--- config.mk ---
export PLATFORM = sky130hd
export DESIGN_NAME = adcsq_top
export DESIGN_NICKNAME = d
export VERILOG_FILES = /design/src/rtl/adcsq_pkg.sv /design/src/rtl/adcsq_tick_gen.sv /design/src/rtl/adcsq_top.sv
export VERILOG_INCLUDE_DIRS = /design/src /design/src/rtl
export SDC_FILE = /design/constraint.sdc
export NUM_CORES = 1
export LEC_CHECK = 0
export BUFFER_PORTS_ARGS = -buffer_cell sky130_fd_sc_hd__buf_4
export CAP_MARGIN = 40
export CORE_AREA = 4 4 101 103
export CTS_CLUSTER_DIAMETER = 60
export CTS_CLUSTER_SIZE = 40
export DETAILED_ROUTE_END_ITERATION = 10
export DIE_AREA = 0 0 105 107
export PLACE_DENSITY = 0.74
export SLEW_MARGIN = 20
export SYNTH_ARGS = -nofsm -noshare
export SYNTH_HDL_FRONTEND = slang
export SYNTH_SLANG_ARGS = --single-unit
--- constraint.sdc ---
create_clock -name i_core_clk -period 4.9 [get_ports i_core_clk]
set_clock_uncertainty 0.1 [all_clocks]
set_input_delay 0.49 -clock i_core_clk [delete_from_list [all_inputs] [get_ports i_core_clk]]
set_output_delay 0.49 -clock i_core_clk [all_outputs]
set_load 0.005 [all_outputs]
--- src/rtl/adcsq_defs.svh ---
// Purpose: Offsets, fields, reset values and timing counts of the ADC sequencer
// Assumes: APB word addressing, 8-bit registers in the low byte
// Notes:   Definitions only
`ifndef ADCSQ_DEFS_SVH
`define ADCSQ_DEFS_SVH

// ****************************************
// Register indices; byte address is index times 4
// ****************************************
`define ADCSQ_IDX_FLAGS    10'h00c
`define ADCSQ_IDX_RES_HI   10'h01e
`define ADCSQ_IDX_MAIN     10'h01f
`define ADCSQ_IDX_ENABLES  10'h08c
`define ADCSQ_IDX_ANALOG_PIN_SELECT    10'h091
`define ADCSQ_IDX_RES_LO   10'h09e
`define ADCSQ_IDX_CLKCFG   10'h09f
`define ADCSQ_IDX_SYSCTL   10'h0a0
`define ADCSQ_IDX_DATA     10'h0a1
`define ADCSQ_ADDR(i)      ({(i), 2'b00})

// ****************************************
// Fields
// ****************************************
`define ADCSQ_BIT_DONE     6
`define ADCSQ_BIT_JUSTIFY  7
`define ADCSQ_BIT_GO       1
`define ADCSQ_BIT_ON       0
`define ADCSQ_CLKCFG_MASK  8'h70
`define ADCSQ_MAIN_RST     8'h00
`define ADCSQ_FLAGS_RST    8'h00
`define ADCSQ_ENABLES_RST  8'h00
`define ADCSQ_ANALOG_PIN_SELECT_RST    8'hff
`define ADCSQ_CLKCFG_RST   8'h00

// ****************************************
// Timing
// ****************************************
`define ADCSQ_CONV_TICKS   4'd11
`define ADCSQ_RC_DELAY     2'd1

`endif

--- src/rtl/adcsq_pkg.sv ---
// Purpose: Types of the ADC sequencer
// Assumes: Nothing
// Notes:   Constants live in adcsq_defs.svh
package adcsq_pkg;
  typedef enum logic [1:0] {
    ADCSQ_IDLE,
    ADCSQ_WAIT_RC,
    ADCSQ_CONVERT
  } adcsq_state_type;
endpackage

--- src/rtl/adcsq_tick_gen.sv ---
// Purpose: Conversion clock tick from system divider or synchronised RC clock
// Assumes: RC oscillator is asynchronous to i_core_clk
// Notes:   One-cycle pulse per conversion clock period
`timescale 1ns/10ps
`include "adcsq_defs.svh"
module adcsq_tick_gen
(
  // Clock and reset
  input  wire logic       i_core_clk,
  input  wire logic       i_arst_n,
  // Control
  input  wire logic [2:0] i_sel,
  input  wire logic       i_run,
  input  wire logic       i_rc_clk,
  // Tick
  output logic            o_tick
);
  import adcsq_pkg::*;

  logic [5:0] div_cnt_r;
  logic [5:0] div_last;
  logic [2:0] rc_sync_r;
  logic       rc_prev_r;
  logic       use_rc;

  assign use_rc = (i_sel[1:0] == 2'b11);  // [RULE3]

  always_comb
  begin
    unique case (i_sel)
      3'b000:  div_last = 6'h01;  // [RULE1]
      3'b001:  div_last = 6'h07;  // [RULE1]
      3'b010:  div_last = 6'h1f;  // [RULE1]
      3'b100:  div_last = 6'h03;  // [RULE2]
      3'b101:  div_last = 6'h0f;  // [RULE2]
      3'b110:  div_last = 6'h3f;  // [RULE2]
      default: div_last = 6'h3f;
    endcase
  end

  // Three stages; edge counts only when stages 2 and 3 agree on high
  always_ff @(posedge i_core_clk or negedge i_arst_n)
  begin
    if (!i_arst_n)
    begin
      rc_sync_r <= 3'h0;
      rc_prev_r <= 1'b0;
    end
    else
    begin
      rc_sync_r <= {rc_sync_r[1:0], i_rc_clk};
      if (rc_sync_r[2] == rc_sync_r[1])
        rc_prev_r <= rc_sync_r[2];
    end
  end

  always_ff @(posedge i_core_clk or negedge i_arst_n)
  begin
    if (!i_arst_n)
      div_cnt_r <= 6'h00;
    else if (!i_run || div_cnt_r >= div_last)
      div_cnt_r <= 6'h00;
    else
      div_cnt_r <= div_cnt_r + 6'h01;
  end

  always_ff @(posedge i_core_clk or negedge i_arst_n)
  begin
    if (!i_arst_n)
      o_tick <= 1'b0;
    else if (use_rc)  // [RULE22]
      o_tick <= i_run && rc_sync_r[2] && rc_sync_r[1] && !rc_prev_r;
    else
      o_tick <= i_run && (div_cnt_r >= div_last);  // [RULE22]
  end
endmodule

--- src/rtl/adcsq_top.sv ---
// Purpose: ADC sequencer control with APB register slave
// Assumes: 10 MHz core clock; converter core supplies 10-bit data per conversion
// Notes:   One instruction cycle is taken as one core clock
// Notes on behaviour
// RULE1 - Codes 000/001/010 divide by 2/8/32
// RULE2 - Codes 100/101/110 divide by 4/16/64
// RULE3 - Low bits 11 select internal RC clock
// RULE4 - Unimplemented clock-config bits read zero
// RULE5 - Converts in sleep only with RC clock
// RULE6 - RC clock delays start one instruction
// RULE7 - Sleep completion clears go, loads result
// RULE8 - Enabled completion in sleep wakes device
// RULE9 - Disabled completion in sleep powers off converter
// RULE10 - Sleep with non-RC clock aborts, powers off
// RULE11 - Reset restores registers and aborts conversion
// RULE12 - Reset leaves result registers unchanged
// RULE13 - Result split by justification into pair
// RULE14 - Software waits two periods before acquiring
// RULE15 - Software waits acquisition before starting
// RULE16 - Software starts with go bit, polls
// RULE17 - Software sets up flag and enables
// RULE18 - Conversion lasts eleven conversion clock periods
// RULE19 - Completion clears go, sets done flag
// RULE20 - Software clear of go aborts, keeps result
// RULE21 - Justify bit one right, zero left
// RULE22 - Ticks from divider or synchronised RC
//
// Design decision made here: the APB slave port.
`timescale 1ns/10ps
`include "adcsq_defs.svh"
module adcsq_top
(
  // Clock and reset
  input  wire logic        i_core_clk,
  input  wire logic        i_arst_n,
  // APB slave
  input  wire logic        i_psel,
  input  wire logic        i_penable,
  input  wire logic        i_pwrite,
  input  wire logic [11:0] i_paddr,
  input  wire logic [31:0] i_pwdata,
  input  wire logic [3:0]  i_pstrb,
  output logic [31:0]      o_prdata,
  output logic             o_pready,
  output logic             o_pslverr,
  // Converter core and system
  input  wire logic        i_rc_clk,
  input  wire logic [9:0]  i_conv_data,
  input  wire logic        i_sleep,
  output logic             o_conv_active,
  output logic [2:0]       o_channel,
  output logic [7:0]       o_analog_pins,
  output logic             o_irq,
  output logic             o_wake
);
  import adcsq_pkg::*;

  // ****************************************
  // Registers and state
  // ****************************************
  adcsq_state_type state_r;
  logic [7:0]      main_r;
  logic [7:0]      flags_r;
  logic [7:0]      enables_r;
  logic [7:0]      analog_pin_select_r;
  logic [7:0]      clkcfg_r;
  logic [7:0]      res_hi_r;
  logic [7:0]      res_lo_r;
  logic [1:0]      sysctl_r;
  logic            powered_off_r;
  logic [3:0]      tick_cnt_r;
  logic            tick;
  logic            use_rc;
  logic            acc;
  logic            wr;
  logic            go_set;
  logic            go_clr_sw;
  logic            done;
  logic            sleep_abort;
  logic            mapped;
  logic            irq_nxt;
  logic [7:0]      rd_nxt;
  logic [7:0]      wbyte;

  assign acc    = i_psel && i_penable;
  assign wr     = acc && o_pready && i_pwrite && i_pstrb[0];
  assign wbyte  = i_pwdata[7:0];
  assign use_rc = (clkcfg_r[5:4] == 2'b11);  // [RULE3]
  assign go_set = wr && (i_paddr == `ADCSQ_ADDR(`ADCSQ_IDX_MAIN)) && wbyte[`ADCSQ_BIT_GO]
                  && !main_r[`ADCSQ_BIT_GO];
  assign go_clr_sw = wr && (i_paddr == `ADCSQ_ADDR(`ADCSQ_IDX_MAIN))
                     && !wbyte[`ADCSQ_BIT_GO];
  assign done   = (state_r == ADCSQ_CONVERT) && tick
                  && (tick_cnt_r == `ADCSQ_CONV_TICKS - 4'd1);  // [RULE18]
  // Non-RC clocks have no place to run while the core clock is gated
  assign sleep_abort = i_sleep && !use_rc && (state_r != ADCSQ_IDLE);  // [RULE10] [RULE5]

  // ****************************************
  // Conversion clock ticks
  // ****************************************
  adcsq_tick_gen u_tick
  (
    .i_core_clk (i_core_clk),
    .i_arst_n   (i_arst_n),
    .i_sel      (clkcfg_r[6:4]),
    .i_run      (state_r == ADCSQ_CONVERT),
    .i_rc_clk   (i_rc_clk),
    .o_tick     (tick)
  );

  // ****************************************
  // Sequencer
  // ****************************************
  always_ff @(posedge i_core_clk or negedge i_arst_n)
  begin
    if (!i_arst_n)
    begin
      state_r    <= ADCSQ_IDLE;  // [RULE11]
      tick_cnt_r <= 4'h0;
    end
    else if (sleep_abort || go_clr_sw || powered_off_r || !main_r[`ADCSQ_BIT_ON])
    begin
      state_r    <= ADCSQ_IDLE;  // [RULE20]
      tick_cnt_r <= 4'h0;
    end
    else
    begin
      unique case (state_r)
        ADCSQ_IDLE:
          if (go_set)
            state_r <= use_rc ? ADCSQ_WAIT_RC : ADCSQ_CONVERT;  // [RULE6]
        ADCSQ_WAIT_RC:
          state_r <= ADCSQ_CONVERT;  // [RULE6] [RULE5]
        ADCSQ_CONVERT:
          if (done)
            state_r <= ADCSQ_IDLE;
          else if (tick)
            tick_cnt_r <= tick_cnt_r + 4'h1;
      endcase
      if (state_r != ADCSQ_CONVERT)
        tick_cnt_r <= 4'h0;
    end
  end

  // Converter stays off after a sleep event until software rewrites the main control
  always_ff @(posedge i_core_clk or negedge i_arst_n)
  begin
    if (!i_arst_n)
      powered_off_r <= 1'b0;  // [RULE11]
    else if (sleep_abort || (done && i_sleep && !enables_r[`ADCSQ_BIT_DONE]))
      powered_off_r <= 1'b1;  // [RULE9] [RULE10]
    else if (wr && i_paddr == `ADCSQ_ADDR(`ADCSQ_IDX_MAIN))
      powered_off_r <= 1'b0;
  end

  // ****************************************
  // Main control and configuration registers
  // ****************************************
  always_ff @(posedge i_core_clk or negedge i_arst_n)
  begin
    if (!i_arst_n)
      main_r <= `ADCSQ_MAIN_RST;  // [RULE11]
    else
    begin
      if (wr && i_paddr == `ADCSQ_ADDR(`ADCSQ_IDX_MAIN))
        main_r <= wbyte;  // [RULE16]
      if (done || sleep_abort)
        main_r[`ADCSQ_BIT_GO] <= 1'b0;  // [RULE19] [RULE7]
    end
  end

  always_ff @(posedge i_core_clk or negedge i_arst_n)
  begin
    if (!i_arst_n)
    begin
      enables_r <= `ADCSQ_ENABLES_RST;
      analog_pin_select_r   <= `ADCSQ_ANALOG_PIN_SELECT_RST;
      clkcfg_r  <= `ADCSQ_CLKCFG_RST;
      sysctl_r  <= 2'b00;
    end
    else if (wr)
    begin
      if (i_paddr == `ADCSQ_ADDR(`ADCSQ_IDX_ENABLES))
        enables_r <= wbyte;
      if (i_paddr == `ADCSQ_ADDR(`ADCSQ_IDX_ANALOG_PIN_SELECT))
        analog_pin_select_r <= wbyte;
      if (i_paddr == `ADCSQ_ADDR(`ADCSQ_IDX_CLKCFG))
        clkcfg_r <= wbyte & `ADCSQ_CLKCFG_MASK;  // [RULE4]
      if (i_paddr == `ADCSQ_ADDR(`ADCSQ_IDX_SYSCTL))
        sysctl_r <= wbyte[7:6];
    end
  end

  // Hardware set wins over a software clear in the same cycle
  always_ff @(posedge i_core_clk or negedge i_arst_n)
  begin
    if (!i_arst_n)
      flags_r <= `ADCSQ_FLAGS_RST;
    else if (done)
    begin
      if (wr && i_paddr == `ADCSQ_ADDR(`ADCSQ_IDX_FLAGS))
        flags_r <= wbyte;
      flags_r[`ADCSQ_BIT_DONE] <= 1'b1;  // [RULE19]
    end
    else if (wr && i_paddr == `ADCSQ_ADDR(`ADCSQ_IDX_FLAGS))
      flags_r <= wbyte;
  end

  // ****************************************
  // Result pair
  // ****************************************
  // No reset branch: contents survive device reset
  always_ff @(posedge i_core_clk)
  begin
    if (done)  // [RULE12] [RULE7] [RULE20]
    begin
      if (main_r[`ADCSQ_BIT_JUSTIFY])  // [RULE21]
      begin
        res_hi_r <= {6'h00, i_conv_data[9:8]};  // [RULE13]
        res_lo_r <= i_conv_data[7:0];
      end
      else
      begin
        res_hi_r <= i_conv_data[9:2];  // [RULE13]
        res_lo_r <= {i_conv_data[1:0], 6'h00};
      end
    end
  end

  // ****************************************
  // APB read and outputs
  // ****************************************
  always_comb
  begin
    mapped = 1'b1;
    rd_nxt = 8'h00;
    unique case (i_paddr)
      `ADCSQ_ADDR(`ADCSQ_IDX_FLAGS):   rd_nxt = flags_r;
      `ADCSQ_ADDR(`ADCSQ_IDX_RES_HI):  rd_nxt = res_hi_r;
      `ADCSQ_ADDR(`ADCSQ_IDX_MAIN):    rd_nxt = main_r;
      `ADCSQ_ADDR(`ADCSQ_IDX_ENABLES): rd_nxt = enables_r;
      `ADCSQ_ADDR(`ADCSQ_IDX_ANALOG_PIN_SELECT):   rd_nxt = analog_pin_select_r;
      `ADCSQ_ADDR(`ADCSQ_IDX_RES_LO):  rd_nxt = res_lo_r;
      `ADCSQ_ADDR(`ADCSQ_IDX_CLKCFG):  rd_nxt = clkcfg_r;  // [RULE4]
      `ADCSQ_ADDR(`ADCSQ_IDX_SYSCTL):  rd_nxt = {sysctl_r, 6'h00};
      `ADCSQ_ADDR(`ADCSQ_IDX_DATA):    rd_nxt = {6'h00, state_r != ADCSQ_IDLE, powered_off_r};
      default:                         mapped = 1'b0;
    endcase
  end

  // Zero-wait slave: pready is high in every access phase
  always_ff @(posedge i_core_clk or negedge i_arst_n)
  begin
    if (!i_arst_n)
    begin
      o_prdata  <= 32'h0000_0000;
      o_pready  <= 1'b0;
      o_pslverr <= 1'b0;
    end
    else
    begin
      o_pready  <= i_psel && !i_penable;
      o_pslverr <= i_psel && !i_penable && !mapped;
      o_prdata  <= (i_psel && !i_penable) ? {24'h00_0000, rd_nxt} : 32'h0000_0000;
    end
  end

  assign irq_nxt = flags_r[`ADCSQ_BIT_DONE] && enables_r[`ADCSQ_BIT_DONE];

  always_ff @(posedge i_core_clk or negedge i_arst_n)
  begin
    if (!i_arst_n)
    begin
      o_conv_active <= 1'b0;
      o_channel     <= 3'h0;
      o_analog_pins <= `ADCSQ_ANALOG_PIN_SELECT_RST;
      o_irq         <= 1'b0;
      o_wake        <= 1'b0;
    end
    else
    begin
      o_conv_active <= (state_r == ADCSQ_CONVERT);
      o_channel     <= main_r[4:2];
      o_analog_pins <= analog_pin_select_r;
      o_irq         <= irq_nxt && sysctl_r[0] && sysctl_r[1];  // [RULE19]
      o_wake        <= done && i_sleep && enables_r[`ADCSQ_BIT_DONE];  // [RULE8]
    end
  end

  // ****************************************
  // Checks
  // ****************************************
  a_done_clears_go: assert property (@(posedge i_core_clk) disable iff (!i_arst_n)
    done |=> !main_r[`ADCSQ_BIT_GO] && flags_r[`ADCSQ_BIT_DONE])  // [RULE19]
    else $error("Completion did not clear go or set flag");
  a_rc_start_delay: assert property (@(posedge i_core_clk) disable iff (!i_arst_n)
    (state_r == ADCSQ_IDLE && go_set && use_rc && !sleep_abort && main_r[`ADCSQ_BIT_ON]
     && !powered_off_r) |=> state_r == ADCSQ_WAIT_RC)  // [RULE6]
    else $error("RC start was not delayed");
  a_sleep_abort_off: assert property (@(posedge i_core_clk) disable iff (!i_arst_n)
    sleep_abort |=> state_r == ADCSQ_IDLE && powered_off_r && main_r[`ADCSQ_BIT_ON])  // [RULE10]
    else $error("Sleep abort misbehaved");
  a_abort_keeps_result: assert property (@(posedge i_core_clk) disable iff (!i_arst_n)
    (go_clr_sw && state_r == ADCSQ_CONVERT) |=> $stable(res_hi_r) && $stable(res_lo_r))  // [RULE20]
    else $error("Abort changed result");
  a_clkcfg_reserved: assert property (@(posedge i_core_clk) disable iff (!i_arst_n)
    (clkcfg_r & ~`ADCSQ_CLKCFG_MASK) == 8'h00)  // [RULE4]
    else $error("Clock config reserved bit set");
  a_right_justify: assert property (@(posedge i_core_clk) disable iff (!i_arst_n)
    (done && main_r[`ADCSQ_BIT_JUSTIFY]) |=> res_hi_r[7:2] == 6'h00
      && res_lo_r == $past(i_conv_data[7:0]))  // [RULE21]
    else $error("Right justified result wrong");
  a_wake_on_done: assert property (@(posedge i_core_clk) disable iff (!i_arst_n)
    (done && i_sleep && enables_r[`ADCSQ_BIT_DONE]) |=> o_wake)  // [RULE8]
    else $error("No wake on sleep completion");
  a_sleep_off_noirq: assert property (@(posedge i_core_clk) disable iff (!i_arst_n)
    (done && i_sleep && !enables_r[`ADCSQ_BIT_DONE]) |=> powered_off_r)  // [RULE9]
    else $error("Converter not powered off");
  a_div2_period: assert property (@(posedge i_core_clk) disable iff (!i_arst_n)
    (tick && clkcfg_r[6:4] == 3'b000 && state_r == ADCSQ_CONVERT && !done
     && !go_clr_sw && !i_sleep) |=> !tick ##1 tick)  // [RULE1]
    else $error("Divide by two period wrong");
endmodule

# == Yosys cells after proc, flatten, opt, wreduce, memory -nomap -nowiden ==
# Cells that the tools add are included.
# W data, S select, Z words.
# totals
wordCells,131
register_bits,95
inputBits,65
out_inout_bits,48
# classes
n_lt_le_gt_ge,1
n_reduce_logical,55
eq_ne,22
n_addsub,2
muxes,24
# ops
cell,n
$eq A12 B10 Y1 const B,6
$pmux W8 S9,1
$pmux W6 S5,1
$logic_and A1 B1 Y1,25
$eq A12 B7 Y1 const B,2
$mux W8,3
$mux W4,5
$eq A12 B6 Y1 const B,1
$mux W2,6
$reduce_and A2 Y1,5
$logic_not A1 Y1,9
$reduce_or A9 Y1,1
$reduce_bool A2 Y1,4
$mux W7,1
$add A6 B1 Y6 const B,1
$eq A3 B3 Y1 const B,2
$ge A6 B6 Y1,1
$logic_or A1 B1 Y1,6
$mux W6,1
$ne A3 B3 Y1 const B,2
$pmux W2 S3,1
$reduce_bool A3 Y1,2
$mux W1,5
$add A4 B1 Y4 const B,1
11 further kinds,12

# == Logic depth before layout (Yosys ltp) ==
# logic_depth
depth_word,11
ltp_mapped,8
depth_no_buf,7

# == By module ==
# A second synthesis with hierarchy kept.
# hier_totals
cells_unflattened,381
hier_area_um2,4589.4
# modules_own_cells
mod,instances,seq_area_each_um2,area_each_um2,cells_per_inst
adcsq_top,1,2202.1,4038.9,331
adcsq_tick_gen,1,275.3,550.5,50

# == Worst setup path after synthesis ==
# No wires, ideal clock.
# synth_path
kind,input to register
from,in i_paddr[2]
to,reg flags_r[0]
required_ns,4.675
cell_stages,7
t_arrival_ns,1.883
setup_time_ns,0.125
slack_ns,2.792
path_cell_list,buf_6 nor4bb_4 and4b_2 buf_2 and2_1 buf_4 mux2_2
# synth_between
elab_chain_cells,4
# synth_lines
item,line,source
from (decl),adcsq_top.sv:40,"input wire logic [11:0] i_paddr,"
$eq A12 B6 Y1,-,
$logic_and A1 B1 Y1 (no line),-,
$mux W8,-,
$mux W7,-,
to (signal assigned),adcsq_top.sv:198,flags_r <= `ADCSQ_FLAGS_RST;
to (signal assigned),adcsq_top.sv:202,flags_r <= wbyte;
to (signal assigned),adcsq_top.sv:206,flags_r <= wbyte;
to (decl),adcsq_top.sv:63,logic [7:0] flags_r;
# No other way between the ends. The select of a mux whose other input is x is not followed.
# A chain may end at the register's enable or synchronous reset.

# == Final worst setup path ==
# layout_path
from,in i_paddr[8]
to,reg main_r[4]
# layout_between
elab_chain_cells,2
# layout_lines
item,line,source
$eq A12 B7 Y1,-,
$logic_and A1 B1 Y1 (no line),-,
to (signal assigned),adcsq_top.sv:162,main_r <= `ADCSQ_MAIN_RST;
to (signal assigned),adcsq_top.sv:166,main_r <= wbyte;
to (decl),adcsq_top.sv:62,logic [7:0] main_r;
# No other way between the ends.

==> run summary <==
Least-Margin Pin Slew = 0.7511 ns
Total GRT Usage = 17.86%
PortBufs = 61
Die Width = 105 um
first-pass GRT wire length = 15.71 mm
commonest register cell after synthesis = dfrtp_1
Post-route DRC = 0
Wirelength per Cell = 17.82 um
slew margin rel. = 49.55%
Pint = 1.041 mW
multiplexer share of the synthesized area = 12.75%
top-level I/O count = 113
Hold Fails Final Rpt = 0
antenna violations before repair = 0
Max H-tree Level = 3
WP data required = 5.05 ns
Yosys reg bits = 95
clk slew on worst S/H paths = 0.10 ns
largest net degree at the start of global routing = 59
outcome = complete, no violations
Mapped Cells = 360
CTS Buf Count = 9
post-synthesis sequential area ratio = 54.65%
post-synthesis adder-cell area fraction = 3.257%
Peak Freq = 0.4333 GHz
Starting Density = 49.29%
number of max-slew violations in the final report = 0
Worst-Skew Late Latency = 0.36 ns
grt total ovfl = 0
Initial DRT Pass Iterations = 5
Hold/Removal Path Class = in -> reg
number of distinct library cells after synthesis = 62
Syn-to-layout area delta = 15.15%
Synth top area share = 34.78%
max cap viols = 0
LEAKAGE = 2.346 nW
Worst Setup Path Type = in -> reg
number of synthesized flops with an enable pin = 16
reg2reg path depth = 4
CP endpoint kind = flip-flop
Switching Fraction = 25.42%
initial drt markers = 218
gpl congestion = 0.8545
die height = 107 um
Final Setup Violations = 0
maximum clock insertion buffer count = 2
most frequent cells in the layout = dfrtp_1, buf_4, mux2_2
crit path DAT = 2.46 ns
r2r setup slk = 2.67 ns
largest family of logic cells by synthesized area = simple AND/OR/NAND/NOR gates
clock sinks = 95
Tcrit/Tclk final = 47.10%
Compound-Gate Fraction of Synth Area = 7.535%
min cycle time layout = 2.308 ns
Post-CTS Setup Bufs = 0
Ant. Diodes = 0
DRT Wirelength = 9.639 mm
area leader, netlist = dfrtp_1
PwrDens = 267.4 mW/mm2
core area = 0.009196 mm2
Yosys warning count = 0
Reg power frac = 57.8%
row cnt = 35
number of global-route vias before repair = 3048
Max rail drop VDD = 0.1243 mV
CTS tree = built
Area contributors post-synth = dfrtp_1, mux2_2, edfxtp_1
Psw = 354.9 uW
Hold WS = 0.1238 ns
total negative setup slack = 0 ns
async set or reset register ratio after synthesis = 83.16%
Mean Syn Cell Area = 12.59 um2
Vias = 2949
routed vias/inst = 5.451
Clock power frac = 36.6%
fin nets = 501
logic gate share of total power = 5.6%
root buffer cell = clkbuf_8
RSZ-0062 raised after global routing = false
worst hold stages = 1
post-route ant nets = 0
layout cells sized above 1 = 36.28%
Synth Area in XOR/XNOR = 1.352%
die area = 0.01124 mm2
hpwl dp = 7.158 mm
CP Max Fanout = 9
Synth Area in Simple Gates = 14.02%
CP startpoint kind = input port
synthesized area = 0.004533 mm2
## flip-flops by register name (all words and copies together) (netlist names), 2 cells and up
name / count
res_lo_r: 8
flags_r: 8
o_prdata: 8
u_tick.div_cnt_r: 6
analog_pin_select_r: 8
clkcfg_r: 3
main_r: 8
sysctl_r: 2
state_r: 2
o_analog_pins: 8
res_hi_r: 8
enables_r: 8
u_tick.rc_sync_r: 3
o_channel: 3
tick_cnt_r: 4
## stage by stage
| step | total power, mW | util (%) | cell area, um2 | instances | worst slack (ns) |
|---|---|---|---|---|---|
| after floorplan | 0.8608 | - | 4619 | 383 | 2.792 |
| after global placement | 0.8948 | 54.20 | 4985 | 523 | 2.265 |
| after detailed placement | 0.8996 | 54.50 | 5012 | 524 | 2.256 |
| after CTS | 1.412 | 56.76 | 5220 | 541 | 2.653 |
| after global routing | 1.453 | 56.76 | 5220 | 541 | 2.558 |
| final | 1.396 | 56.76 | 5220 | 541 | 2.592 |
## per-layer routing
layer	vias to the layer above	track usage, %	share of wire (%)
met5	-	0	0
met3	15	3.311	4.9
met2	95	29.29	50
met1	1442	23.73	43
met4	0	6.748	1.6
li1	1397	-	-
## what timing repair did
item | CTS | global route
hold endpoints to repair | 14 | 0
hold buffers | 1 | 0
resized for setup | 0 | 0
endpoints found under the setup margin | 0 | 0
## power groups by stage
stage / clock, mW / sequential (mW) / combinational (mW)
floorplan: 0 / 0.821 / 0.0394
global placement: 0 / 0.821 / 0.0733
detailed placement: 0 / 0.822 / 0.0780
CTS: 0.527 / 0.806 / 0.0787
global route: 0.559 / 0.807 / 0.0866
finish: 0.512 / 0.806 / 0.0780
## cells in the mapped netlist (all sizes together) (4+ instances only)
| cell | count |
|---|---|
| mux2 | 44 |
| a31oi | 5 |
| inv | 11 |
| buf | 30 |
| edfxtp | 16 |
| ha | 11 |
| clkbuf | 4 |
| and3 | 5 |
| a22oi | 5 |
| a222oi | 4 |
| a21oi | 11 |
| mux2i | 6 |
| dfstp | 16 |
| nor3 | 11 |
| dfrtp | 63 |
| xor2 | 4 |
| nand3 | 6 |
| nor2 | 22 |
| nor2b | 8 |
| nand2 | 15 |
| nor4 | 4 |
| o21ai | 7 |
| and2 | 8 |
## layout make-up
| class | instances | area [um2] |
|---|---|---|
| clock inverter | 7 | 73.82 |
| tap | 111 | 138.9 |
| fill | 785 | 3976 |
| timing repair buffer | 65 | 510.5 |
| sequential | 95 | 2477 |
| inverter | 11 | 41.29 |
| clock buffer | 9 | 123.9 |
| multi-input combinational | 243 | 1854 |
## critical path, stage by stage
cell,delay [ns]
buf_4,0.12
or3_2,0.55
nor2_1,0.26
and4_1,0.63
mux2_2,0.40
## path summary, 6_finish.rpt
path,to,startpoint
min in group asynchronous,o_prdata[2]$_DFF_PN0_,i_arst_n
max in group asynchronous,analog_pin_select_r[0]$_DFFE_PN1P_,i_arst_n
worst min register to register,u_tick.rc_sync_r[1]$_DFF_PN0_,u_tick.rc_sync_r[0]$_DFF_PN0_
worst max-delay path,main_r[4]$_DFFE_PN0P_,i_paddr[8]
worst max register to register,main_r[4]$_DFFE_PN0P_,o_pready$_DFF_PN0_
worst min-delay path,u_tick.rc_sync_r[0]$_DFF_PN0_,i_rc_clk
## cell families after synthesis
logic type,after synthesis
and+or+nand+nor,101
AOI/OAI and AO/OA,48
xor gates and xnor gates,7
DFF,95
buffers and inverters,45
adders and majority gates,12
muxes,51
other,1
Power figures use the tool's default switching activity.
